### src/verilog/sawp_defs.vh
// Constants for the status and array write-protect block.
`ifndef SAWP_DEFS_VH
`define SAWP_DEFS_VH

// ****************************************
// Register byte offsets on the APB side
// ****************************************
`define SAWP_OFS_STATUS  12'h000
`define SAWP_OFS_CMD     12'h004
`define SAWP_OFS_ADDR    12'h008
`define SAWP_OFS_END     12'h00C
`define SAWP_OFS_RESULT  12'h010
`define SAWP_OFS_PROT_LO 12'h014
`define SAWP_OFS_PROT_HI 12'h018

// ****************************************
// Status image bit positions
// ****************************************
`define SAWP_POS_PAUSE   15
`define SAWP_POS_INVERT  14
`define SAWP_POS_QUAD    9
`define SAWP_POS_GUARDHI 8
`define SAWP_POS_GUARDLO 7
`define SAWP_POS_SMALL   6
`define SAWP_POS_LOWEND  5
`define SAWP_POS_RSIZE   2
`define SAWP_POS_LATCH   1
`define SAWP_STATUS_RST  16'h0000

// ****************************************
// Command codes in the low byte of CMD
// ****************************************
`define SAWP_OP_WREN     8'h06
`define SAWP_OP_WRDIS    8'h04
`define SAWP_OP_WRSTAT   8'h01
`define SAWP_OP_PAUSE    8'h75
`define SAWP_OP_RESUME   8'h7A
`define SAWP_OP_PROG     8'h02
`define SAWP_OP_ER4K     8'h20
`define SAWP_OP_ER32K    8'h52
`define SAWP_OP_ER64K    8'hD8
`define SAWP_OP_CHIP_A   8'h60
`define SAWP_OP_CHIP_B   8'hC7

// ****************************************
// Array geometry
// ****************************************
`define SAWP_ARRAY_END   24'h7FFFFF
`define SAWP_ARRAY_SIZE  24'h800000
`define SAWP_BLK_UNIT    24'h020000
`define SAWP_SEC_UNIT    24'h001000
`define SAWP_MASK_4K     24'h000FFF
`define SAWP_MASK_32K    24'h007FFF
`define SAWP_MASK_64K    24'h00FFFF

`endif

### src/verilog/sawp_top.v
// Status register guard and array range protection behind an APB slave.
// Notes on behaviour
// - Two guard mode bits kept at S8, S7.
// - Mode 00: pin ignored, latch alone permits.
// - Mode 01 with pin low: refuse writes; with quad lines on, the code ignores the pin and the latch alone permits.
// - Mode 01 with pin high: latch permits.
// - Mode 10: refuse until power cycle.
// - Power cycle returns guard bits to 00.
// - Mode 11: status writes always refused.
// - Quad enable bit at S9, default zero.
// - Invert bit at S14, default zero.
// - Invert bit flips the selected protection.
// - Pause flag S15 set by pause command.
// - Resume command or power cycle clears pause.
// - Size 000 protects none, 111 all.
// - Block, top: 128 kB to 4 MB upward.
// - Block, bottom: 128 kB to 4 MB low.
// - Sector, top: 4 kB to 32 kB.
// - Sector, bottom: 4 kB to 32 kB.
// - Inverted block: complement of plain range.
// - Inverted sector: all except sector range.
// - Refuse erase or program touching protection.
// - One inverted sector setting bypasses refusal.
// - Size bits at S4..S2, default zero.
// - Low-end bit and small-unit bit select.
//
// Local design decisions: the APB slave port and the register offsets.
`timescale 1ns/1ps
`include "sawp_defs.vh"

module sawp_top #(
  // When one, the known deviating setting lets commands through.
  parameter DEVIATION_PASS = 1'b1
) (
  // Clock and reset.
  input  wire        clk,
  input  wire        arst_n,
  // APB slave.
  input  wire        psel,
  input  wire        penable,
  input  wire        pwrite,
  input  wire [11:0] paddr,
  input  wire [31:0] pwdata,
  output reg  [31:0] prdata,
  output reg         pready,
  output reg         pslverr,
  // Write-protect pin, active low, asynchronous to clk.
  input  wire        wp_n_pin,
  // Block outputs.
  output reg         quad_lines_enable,
  output reg         array_op_go,
  output reg         status_wr_done
);

  // ****************************************
  // Status bits
  // ****************************************
  reg        status_guard_mode_hi; // Upper guard mode bit.
  reg        status_guard_mode_lo; // Lower guard mode bit.
  reg        invert_protection;    // Complement of the range.
  reg        small_unit_select;    // Sectors when one.
  reg        from_low_end;         // Bottom of array when one.
  reg  [2:0] range_size;           // Range size code.
  reg        write_permit_latch;   // Set by write enable.
  reg        erase_pause_flag;     // Set while suspended.

  // Command operands and outcome.
  reg [23:0] op_start;             // First addressed byte.
  reg [23:0] op_last;              // Last byte of a program.
  reg  [4:0] result;               // Outcome of last command.

  // Pin synchroniser stages.
  reg        wp_meta;              // First stage, read only by wp_sync.
  reg        wp_sync;              // Second stage.

  // ****************************************
  // Write-protect pin synchroniser
  // ****************************************
  // The pin is not related to clk, so it passes two flops first.
  // Both stages reset high, the unguarded level, so no false low
  // is seen while reset lets go.
  always @(posedge clk or negedge arst_n) begin
    if (!arst_n) begin
      wp_meta <= 1'b1;
      wp_sync <= 1'b1;
    end else begin
      wp_meta <= wp_n_pin;
      wp_sync <= wp_meta;
    end
  end

  // A pin change takes two clocks to be seen, so a host must let it
  // settle before it issues a status write.
  // With quad lines on, the pin carries data and guards nothing.
  wire wp_level = quad_lines_enable | wp_sync;

  // ****************************************
  // Status image
  // ****************************************
  wire [15:0] status_image;   // Read view of all status bits.
  // Reserved bits 13 to 10 and bit 0 read zero; no busy state here.
  assign status_image = {erase_pause_flag, invert_protection, 4'h0,
                         quad_lines_enable, status_guard_mode_hi,
                         status_guard_mode_lo, small_unit_select,
                         from_low_end, range_size,
                         write_permit_latch, 1'b0};

  // ****************************************
  // Protected range decode
  // ****************************************
  reg [23:0] span;       // Size of the plain range in bytes.
  reg [23:0] base_lo;    // Plain range first byte.
  reg [23:0] base_hi;    // Plain range last byte.
  reg        base_none;  // Plain range is empty.
  reg        base_all;   // Plain range is the whole array.
  reg [23:0] prot_lo;    // Final protected first byte.
  reg [23:0] prot_hi;    // Final protected last byte.
  reg        prot_none;  // Nothing is protected.

  // The range is rebuilt from the live bits, so any status write
  // applies to the very next command with no stale copy.
  always @* begin
    span = `SAWP_SEC_UNIT;
    if (small_unit_select) begin
      case (range_size)
        3'd1: span = `SAWP_SEC_UNIT;
        3'd2: span = `SAWP_SEC_UNIT << 1;
        3'd3: span = `SAWP_SEC_UNIT << 2;
        // Codes 100 and 101 give 32 kB; 110 is taken the same way.
        default: span = `SAWP_SEC_UNIT << 3;
      endcase
    end else begin
      // Code 000 wraps the shift to zero; the empty case masks it.
      // Each code step doubles the block range.
      span = `SAWP_BLK_UNIT << (range_size - 3'd1);
    end
    // Low-end bit picks the bottom, else the top.
    if (from_low_end) begin
      base_lo = 24'h000000;
      base_hi = span - 24'h000001;
    end else begin
      base_lo = `SAWP_ARRAY_SIZE - span;
      base_hi = `SAWP_ARRAY_END;
    end
    base_none = (range_size == 3'd0);
    base_all  = (range_size == 3'd7);
    // An empty range reads back as zero bounds, like the inverted
    // whole-array case, so software sees one clean idle value.
    if (base_none) begin
      base_lo = 24'h000000;
      base_hi = 24'h000000;
    end
    if (base_all) begin
      base_lo = 24'h000000;
      base_hi = `SAWP_ARRAY_END;
    end
    // The complement of a range at one end is one range at the
    // other end, so a single pair of bounds always suffices.
    // Inverting an empty range protects all; inverting all protects none.
    if (!invert_protection) begin
      prot_none = base_none;
      prot_lo   = base_lo;
      prot_hi   = base_hi;
    end else if (base_none) begin
      prot_none = 1'b0;
      prot_lo   = 24'h000000;
      prot_hi   = `SAWP_ARRAY_END;
    end else if (base_all) begin
      prot_none = 1'b1;
      prot_lo   = 24'h000000;
      prot_hi   = 24'h000000;
    end else if (from_low_end) begin
      prot_none = 1'b0;
      prot_lo   = base_hi + 24'h000001;
      prot_hi   = `SAWP_ARRAY_END;
    end else begin
      prot_none = 1'b0;
      prot_lo   = 24'h000000;
      prot_hi   = base_lo - 24'h000001;
    end
  end

  // ****************************************
  // APB decode
  // ****************************************
  // Writes land only at the completing edge of the access phase.
  // Status, result and range registers ignore writes, with no error.
  wire       access  = psel & penable & pready;  // Completing edge.
  wire [7:0] cmd_op  = pwdata[7:0];              // Command code.
  wire       cmd_wr  = access & pwrite & (paddr == `SAWP_OFS_CMD);
  wire       addr_wr = access & pwrite & (paddr == `SAWP_OFS_ADDR);
  wire       end_wr  = access & pwrite & (paddr == `SAWP_OFS_END);

  reg        addr_hit; // Address is mapped.
  reg [31:0] rd_mux;   // Read data for the addressed register.

  // Read mux; unmapped addresses read zero and raise pslverr.
  always @* begin
    addr_hit = 1'b1;
    rd_mux   = 32'h00000000;
    case (paddr)
      `SAWP_OFS_STATUS:  rd_mux = {16'h0000, status_image};
      // The command register is a strobe, not storage, so it reads zero.
      `SAWP_OFS_CMD:     rd_mux = 32'h00000000;
      `SAWP_OFS_ADDR:    rd_mux = {8'h00, op_start};
      `SAWP_OFS_END:     rd_mux = {8'h00, op_last};
      `SAWP_OFS_RESULT:  rd_mux = {27'h0000000, result};
      `SAWP_OFS_PROT_LO: rd_mux = {prot_none, 7'h00, prot_lo};
      `SAWP_OFS_PROT_HI: rd_mux = {8'h00, prot_hi};
      default:           addr_hit = 1'b0;
    endcase
  end

  // One-cycle answer: pready rises in the access phase and drops
  // after the completing edge, so back-to-back transfers work.
  // Read data is captured at the setup edge, so the live range words
  // show the bits as they stood one cycle before completion.
  always @(posedge clk or negedge arst_n) begin
    if (!arst_n) begin
      pready  <= 1'b0;
      pslverr <= 1'b0;
      prdata  <= 32'h00000000;
    end else if (psel & ~penable & ~pready) begin
      pready  <= 1'b1;
      pslverr <= ~addr_hit;
      prdata  <= pwrite ? 32'h00000000 : rd_mux;
    end else begin
      pready  <= 1'b0;
      pslverr <= 1'b0;
    end
  end

  // ****************************************
  // Array command region
  // ****************************************
  reg [23:0] reg_lo;  // First byte the command touches.
  reg [23:0] reg_hi;  // Last byte the command touches.
  reg        is_arr;  // Command is erase or program.

  // Erases cover their aligned unit; a program covers start..last.
  // The region is decoded from the live command code on the bus.
  always @* begin
    is_arr = 1'b1;
    reg_lo = op_start;
    reg_hi = op_start;
    case (cmd_op)
      // A last byte below the start is taken as a one-byte program.
      `SAWP_OP_PROG: begin
        reg_hi = (op_last < op_start) ? op_start : op_last;
      end
      `SAWP_OP_ER4K: begin
        reg_lo = op_start & ~`SAWP_MASK_4K;
        reg_hi = op_start | `SAWP_MASK_4K;
      end
      `SAWP_OP_ER32K: begin
        reg_lo = op_start & ~`SAWP_MASK_32K;
        reg_hi = op_start | `SAWP_MASK_32K;
      end
      `SAWP_OP_ER64K: begin
        reg_lo = op_start & ~`SAWP_MASK_64K;
        reg_hi = op_start | `SAWP_MASK_64K;
      end
      // Chip erase spans the whole array, so any protection refuses it, except the passed inverted bottom 4 kB setting.
      `SAWP_OP_CHIP_A, `SAWP_OP_CHIP_B: begin
        reg_lo = 24'h000000;
        reg_hi = `SAWP_ARRAY_END;
      end
      default: is_arr = 1'b0;
    endcase
  end

  // Any overlap blocks: both ends are checked against the range.
  wire overlap = ~prot_none & (reg_lo <= prot_hi) &
                 (reg_hi >= prot_lo);
  // The one inverted bottom 4 kB setting is let through.
  wire deviant = invert_protection & small_unit_select &
                 from_low_end & (range_size == 3'd1);
  // Trade-off: the pass is a parameter, so a build can choose strict
  // refusal for that setting instead.
  wire blocked = overlap & ~(DEVIATION_PASS & deviant);
  wire arr_ok  = write_permit_latch & ~blocked;

  // ****************************************
  // Status write guard
  // ****************************************
  reg guard_ok; // Status write allowed now.

  // The mode pair picks the guard; locked modes ignore latch and pin.

  always @* begin
    case ({status_guard_mode_hi, status_guard_mode_lo})
      2'b00: guard_ok = write_permit_latch;
      2'b01: guard_ok = wp_level & write_permit_latch;
      2'b10: guard_ok = 1'b0;
      default: guard_ok = 1'b0;
    endcase
  end

  // The status data rides in the upper half of the command word.
  wire [15:0] new_sr = pwdata[31:16]; // Status data of a write.

  // ****************************************
  // Command execution and status state
  // ****************************************
  // Reset stands for the power cycle: every bit returns to its
  // default, which also ends lock-down. A one-time-program setting
  // cannot outlive reset here because no storage survives power.
  always @(posedge clk or negedge arst_n) begin
    if (!arst_n) begin
      status_guard_mode_hi <= 1'b0;
      status_guard_mode_lo <= 1'b0;
      quad_lines_enable    <= 1'b0;
      invert_protection    <= 1'b0;
      small_unit_select    <= 1'b0;
      from_low_end         <= 1'b0;
      range_size           <= 3'd0;
      write_permit_latch   <= 1'b0;
      erase_pause_flag     <= 1'b0;
      // Operands clear too, so a stale address never reaches a command.
      op_start             <= 24'h000000;
      op_last              <= 24'h000000;
      result               <= 5'h00;
      array_op_go          <= 1'b0;
      status_wr_done       <= 1'b0;
    end else begin
      array_op_go    <= 1'b0;
      status_wr_done <= 1'b0;
      if (addr_wr) begin
        op_start <= pwdata[23:0];
      end
      if (end_wr) begin
        op_last <= pwdata[23:0];
      end
      if (cmd_wr) begin
        // Each command clears the outcome, so it shows only the last one.
        result <= 5'h00;
        if (cmd_op == `SAWP_OP_WREN) begin
          write_permit_latch <= 1'b1;
        end else if (cmd_op == `SAWP_OP_WRDIS) begin
          write_permit_latch <= 1'b0;
        end else if (cmd_op == `SAWP_OP_PAUSE) begin
          erase_pause_flag <= 1'b1;
        end else if (cmd_op == `SAWP_OP_RESUME) begin
          erase_pause_flag <= 1'b0;
        end else if (cmd_op == `SAWP_OP_WRSTAT) begin
          if (guard_ok) begin
            // Read-only bits S15, S1, S0 are not loaded from the data; S1 is cleared below.
            status_guard_mode_hi <= new_sr[`SAWP_POS_GUARDHI];
            status_guard_mode_lo <= new_sr[`SAWP_POS_GUARDLO];
            quad_lines_enable    <= new_sr[`SAWP_POS_QUAD];
            invert_protection    <= new_sr[`SAWP_POS_INVERT];
            small_unit_select    <= new_sr[`SAWP_POS_SMALL];
            from_low_end         <= new_sr[`SAWP_POS_LOWEND];
            range_size <= new_sr[`SAWP_POS_RSIZE+2:`SAWP_POS_RSIZE];
            // An accepted write consumes the latch.
            write_permit_latch   <= 1'b0;
            status_wr_done       <= 1'b1;
            result[3]            <= 1'b1;
          end else begin
            result[4] <= 1'b1;
          end
        end else if (is_arr) begin
          if (arr_ok) begin
            array_op_go        <= 1'b1;
            write_permit_latch <= 1'b0;
            result[0]          <= 1'b1;
          // A refused operation keeps the latch so the host may retry.
          end else if (!write_permit_latch) begin
            result[2] <= 1'b1;
          end else begin
            result[1] <= 1'b1;
          end
        end
      end
    end
  end

endmodule // sawp_top

### config.mk
export PLATFORM = sky130hd
export DESIGN_NAME = sawp_top
export DESIGN_NICKNAME = d
export VERILOG_FILES = /design/src/verilog/sawp_top.v
export VERILOG_INCLUDE_DIRS = /design/src /design/src/verilog
export SDC_FILE = /design/constraint.sdc
export NUM_CORES = 1
export LEC_CHECK = 0
export ABC_CLOCK_PERIOD_IN_PS = 10530
export BUFFER_PORTS_ARGS = -buffer_cell sky130_fd_sc_hd__buf_2
export CORE_MARGIN = 2
export CORE_UTILIZATION = 44
export CTS_BUF_LIST = sky130_fd_sc_hd__clkbuf_2
export CTS_CLUSTER_SIZE = 40
export DETAILED_ROUTE_END_ITERATION = 7
export PLACE_DENSITY = 0.59
export SLEW_MARGIN = 25
export SYNTH_ARGS = -nofsm -noshare
export SYNTH_HDL_FRONTEND = slang
export SYNTH_SLANG_ARGS = --single-unit
export TNS_END_PERCENT = 1
### constraint.sdc
create_clock -name clk -period 10.53 [get_ports clk]
set_input_delay 0.5265 -clock clk [delete_from_list [all_inputs] [get_ports clk]]
set_output_delay 0.5265 -clock clk [all_outputs]
set_load 0.02 [all_outputs]
==> impl_metrics.py <==
metrics = {
    "cts": {
        "cts.reportedPaths.clkPinSlew_ns": 0.35,
        "insertion_delay_ns": 0.66,
        "cts_made_buffers": 9,
        "cts.sinks": 95,
        "cts.root.buffer_cell": "clkbuf_2",
        "cts_max_level": 3,
        "cts-root-to-sink-buffers": 2,
        "cts_tree": "built",
    },
    "route": {
        "dr.first_iter.drc_count": 783,
        "drt-pass1-iter-count": 8,
        "routed_via_density": 6.31,
        "wl_per_cell_um": 21.2,
        "drc_errors": 0,
        "route.vias.total": 7772,
        "drt.antenna.violating_nets": 0,
        "postRouteWirelength_um": 26200,
    },
    "placement": {
        "globalplace.congestion": 0.957,
        "place.port_buffers": 74,
        "placedInstanceArea_mm2": 0.00836,
        "hpwl_um": 19900,
    },
    "power_and_ir_drop": {
        "total_power_uw": 619,
        "clock_power_share_pct": 33.0,
        "combPwrFrac_pct": 7.6,
        "seq_power_share_pct": 59.4,
        "p_int_uw": 426,
        "switching_share_pct": 31.2,
        "switching_power_uw": 193,
        "power-per-cell-area_mw_per_mm2": 72.3,
        "power_leakage_uw": 0.00400,
        "ir_worst_vdd_mv": 0.0682,
    },
    "grt": {
        "overall_global_routing_resource_usage_pct": 28.3,
        "number_of_global_route_vias_before_repair": 7052,
        "global_route_wire_length_before_repair_um": 40500,
        "grt_max_degree": 52,
        "antenna_found_initial": 0,
        "global_route.overflow_total": 0,
    },
    "setup_path": {
        "worstSetupEndpoint": "result[1]",
        "worstPathArrival_ns": 6.55,
        "cp-startpoint": "range_size[0]",
        "critical-path-slowest-cell": "dfrtp_1",
        "critical_path_peak_fanout": 29,
        "category_of_the_most_critical_setup_path": "reg2reg",
        "reg2reg_slack_ns": 4.62,
        "critical_path_cell_count": 16,
        "critPathBufInv": 0,
        "cpLargestDelayFamily": "simple AND/OR/NAND/NOR gates",
        "timing.critical_path.to_type": "register",
        "timing.critical_path.required_ns": 11.17,
        "timing.reg2reg.worst_path_depth": 16,
        "setup.worst_path.start_class": "register",
        "timing.critical_path.slowest_cell_delay_ns": 0.98,
        "critical_path.reg2reg.endpoint": "result[1]",
        "worstPathCellList": "nand3_1 -> ha_1 -> and4b_1 -> nor3_1 -> o211ai_1 -> or4_1 -> mux2i_1 -> nor3_1 -> ha_1 -> a21oi_1 -> o21ai_0 -> or3b_2 -> a31o_2 -> o21ai_0 -> or4b_1 -> nand3_1",
        "r2r_start": "range_size[0]",
    },
    "sta": {
        "finalSetupTns_ns": 0,
        "max_freq_mhz": 169,
        "final_max_slew_viol_count": 0,
        "timing_worst_slew_pin_value_ns": 0.957,
        "timing.slew.headroom_pct": 35.3,
        "finalWorstPathRequiredPeriod_ns": 5.91,
        "grt_setup_unrepaired": "false",
        "hold_violations": 0,
        "min_period_over_period_pct": 56.1,
        "clock_skew_ns": 0.0506,
        "finalSetupViolCount": 0,
    },
    "finish": {
        "final_cell_area_mm2": 0.00857,
        "layout.cells.most_common": "nand2_1",
        "layout.cells.most_common_list": "113 x nand2_1, 93 x dfrtp_1, 81 x o21ai_0",
        "diode_insertion_count_for_antenna_repair": 0,
        "areaGrowthSynthToFinish_pct": 9.00,
        "area_of_combinational_cells_with_multiple_inputs_mm2": 0.00510,
        "regArea_mm2": 0.00238,
        "final_layout_size_suffix_gt1_share_pct": 15.4,
        "fill_cells": 1798,
        "layout.nets": 1118,
    },
    "yosys": {
        "netlist_instances": 955,
        "synth_edf_count": 0,
        "synth_cell_types": 88,
        "yosys_register_bits": 95,
        "synthFlopType": "dfrtp_1",
        "syn_avg_cell_area_um2": 8.23,
        "yosysTopAreaCell": "dfrtp_1",
        "yosysWarnings": 0,
        "ys_async_sr_fraction_pct": 100,
        "synth_top_area_share_pct": 29.6,
        "ys_seq_area_share_pct": 30.3,
        "synthesis.area_mm2": 0.00786,
        "yosys-top-cells-area": "dfrtp_1 30%, ha_1 11%, nand2_1 5.4%",
    },
    "min_path": {
        "class_of_the_most_critical_hold_timing_path": "in2reg",
        "hold-path-cell-count": 3,
        "timing.hold.worst.start": "pwdata[11]",
    },
    "die": {
        "pin_count": 87,
        "fp.dieW_um": 138,
        "initial_utilization_pct": 45.3,
        "floorplan.die.height_um": 138,
        "floorplan.die_area_mm2": 0.0189,
        "placementRows": 48,
        "core_area_mm2": 0.0174,
    },
    "status": {
        "outcome": "completed",
    },
    "job": {
        "max_cap_violations": 0,
    },
}
kinds of logic after synthesis:
group / count (synthesis) / share of synthesized area, %
DFF: 95 / 30.3
muxes: 32 / 4.65
and+or+nand+nor: 359 / 23.3
buffers and inverters: 105 / 5.52
other: 1 / 0.0477
AOI/OAI and AO/OA: 285 / 24.3
adders and majority gates: 66 / 10.5
xor gates and xnor gates: 12 / 1.34
worst min-delay path by stage:
stage	endpoint	slack [ns]
after global placement	wp_sync	0.35
after CTS	op_start[11]	0.004
after detailed placement	wp_sync	0.35
final	op_start[11]	0.05
after global routing	op_start[11]	0.002
after floorplan	array_op_go	0.23
cell usage after synthesis, drive strengths merged, types with 6 or more instances:
master and number:
nor2b 9, or3 10, o21ai 82, mux2 26
o211ai 11, dfrtp 93, inv 41, a221oi 11
a221o 6, nor2 60, nand3b 6, nand4 15
o221ai 6, a21oi 59, clkbuf 44, and2 12
buf 18, mux2i 6, a31oi 10, nor3 31
and3 7, xnor2 8, nand2 113, nor4 12
a22o 11, nand2b 7, a211oi 11, nand3 46
a22oi 11, a21o 11, ha 66
cell type report:
class | count | area share, %
clock buffers | 9 | 0.526
clock inverters | 7 | 0.949
inverters | 43 | 1.88
multi-input cells | 762 | 59.6
flip-flops and latches | 95 | 27.8
well taps | 225 | 3.29
repair buffers | 91 | 6.02
tightest hold or removal path: cells and delay by family:
family	cells	cell delay [ns]
compound gates	1	0.06
simple gates	1	0.04
buf+inv	1	0.08
sequential cells by signal, indices dropped and copies added, names as in the netlist:
| signal | cells |
|---|---|
| wp_sync | 1 |
| quad_lines_enable | 1 |
| prdata | 25 |
| range_size | 3 |
| invert_protection | 1 |
| op_start | 24 |
| pready | 1 |
| status_guard_mode_hi | 1 |
| op_last | 24 |
| pslverr | 1 |
| wp_meta | 1 |
| small_unit_select | 1 |
| result | 5 |
| erase_pause_flag | 1 |
| array_op_go | 1 |
| status_wr_done | 1 |
| from_low_end | 1 |
| status_guard_mode_lo | 1 |
| write_permit_latch | 1 |
layer usage:
layer	share of wire, %	GRT usage, %	vias up	wire [um]
met5	0	0	-	0
met4	1.6	7.10	0	408
met3	7.7	4.67	26	2020
met2	43	41.8	349	11300
met1	48	42.7	3741	12500
li1	-	-	3656	-
what timing repair did:
item,in CTS,in global routing
hold buffers,4,2
gates resized for setup,0,0
hold endpoints to repair,51,2
buffers inserted,0,0
power groups by stage:
stage	Sequential, uW	Combinational, uW	Clock [uW]
2_1_floorplan	374	21.5	0
4_1_cts	368	46.7	212
3_3_place_gp	373	44.9	0
3_5_place_dp	373	45.4	0
6_report	368	46.9	204
5_1_grt	368	52.7	228
metrics by stage:
step | cells | setup WS [ns] | hold slack [ns] | util [%]
after CTS | 1230 | 4.74 | 0.00400 | 49.1
after global routing | 1232 | 4.22 | 0.00210 | 49.4
after detailed placement | 1210 | 4.78 | 0.350 | 48.2
final | 1232 | 4.62 | 0.0451 | 49.4
after global placement | 1210 | 4.75 | 0.350 | 48.2
after floorplan | 962 | 5.44 | 0.231 | -
Note: power is estimated with default switching activity, not from simulation.
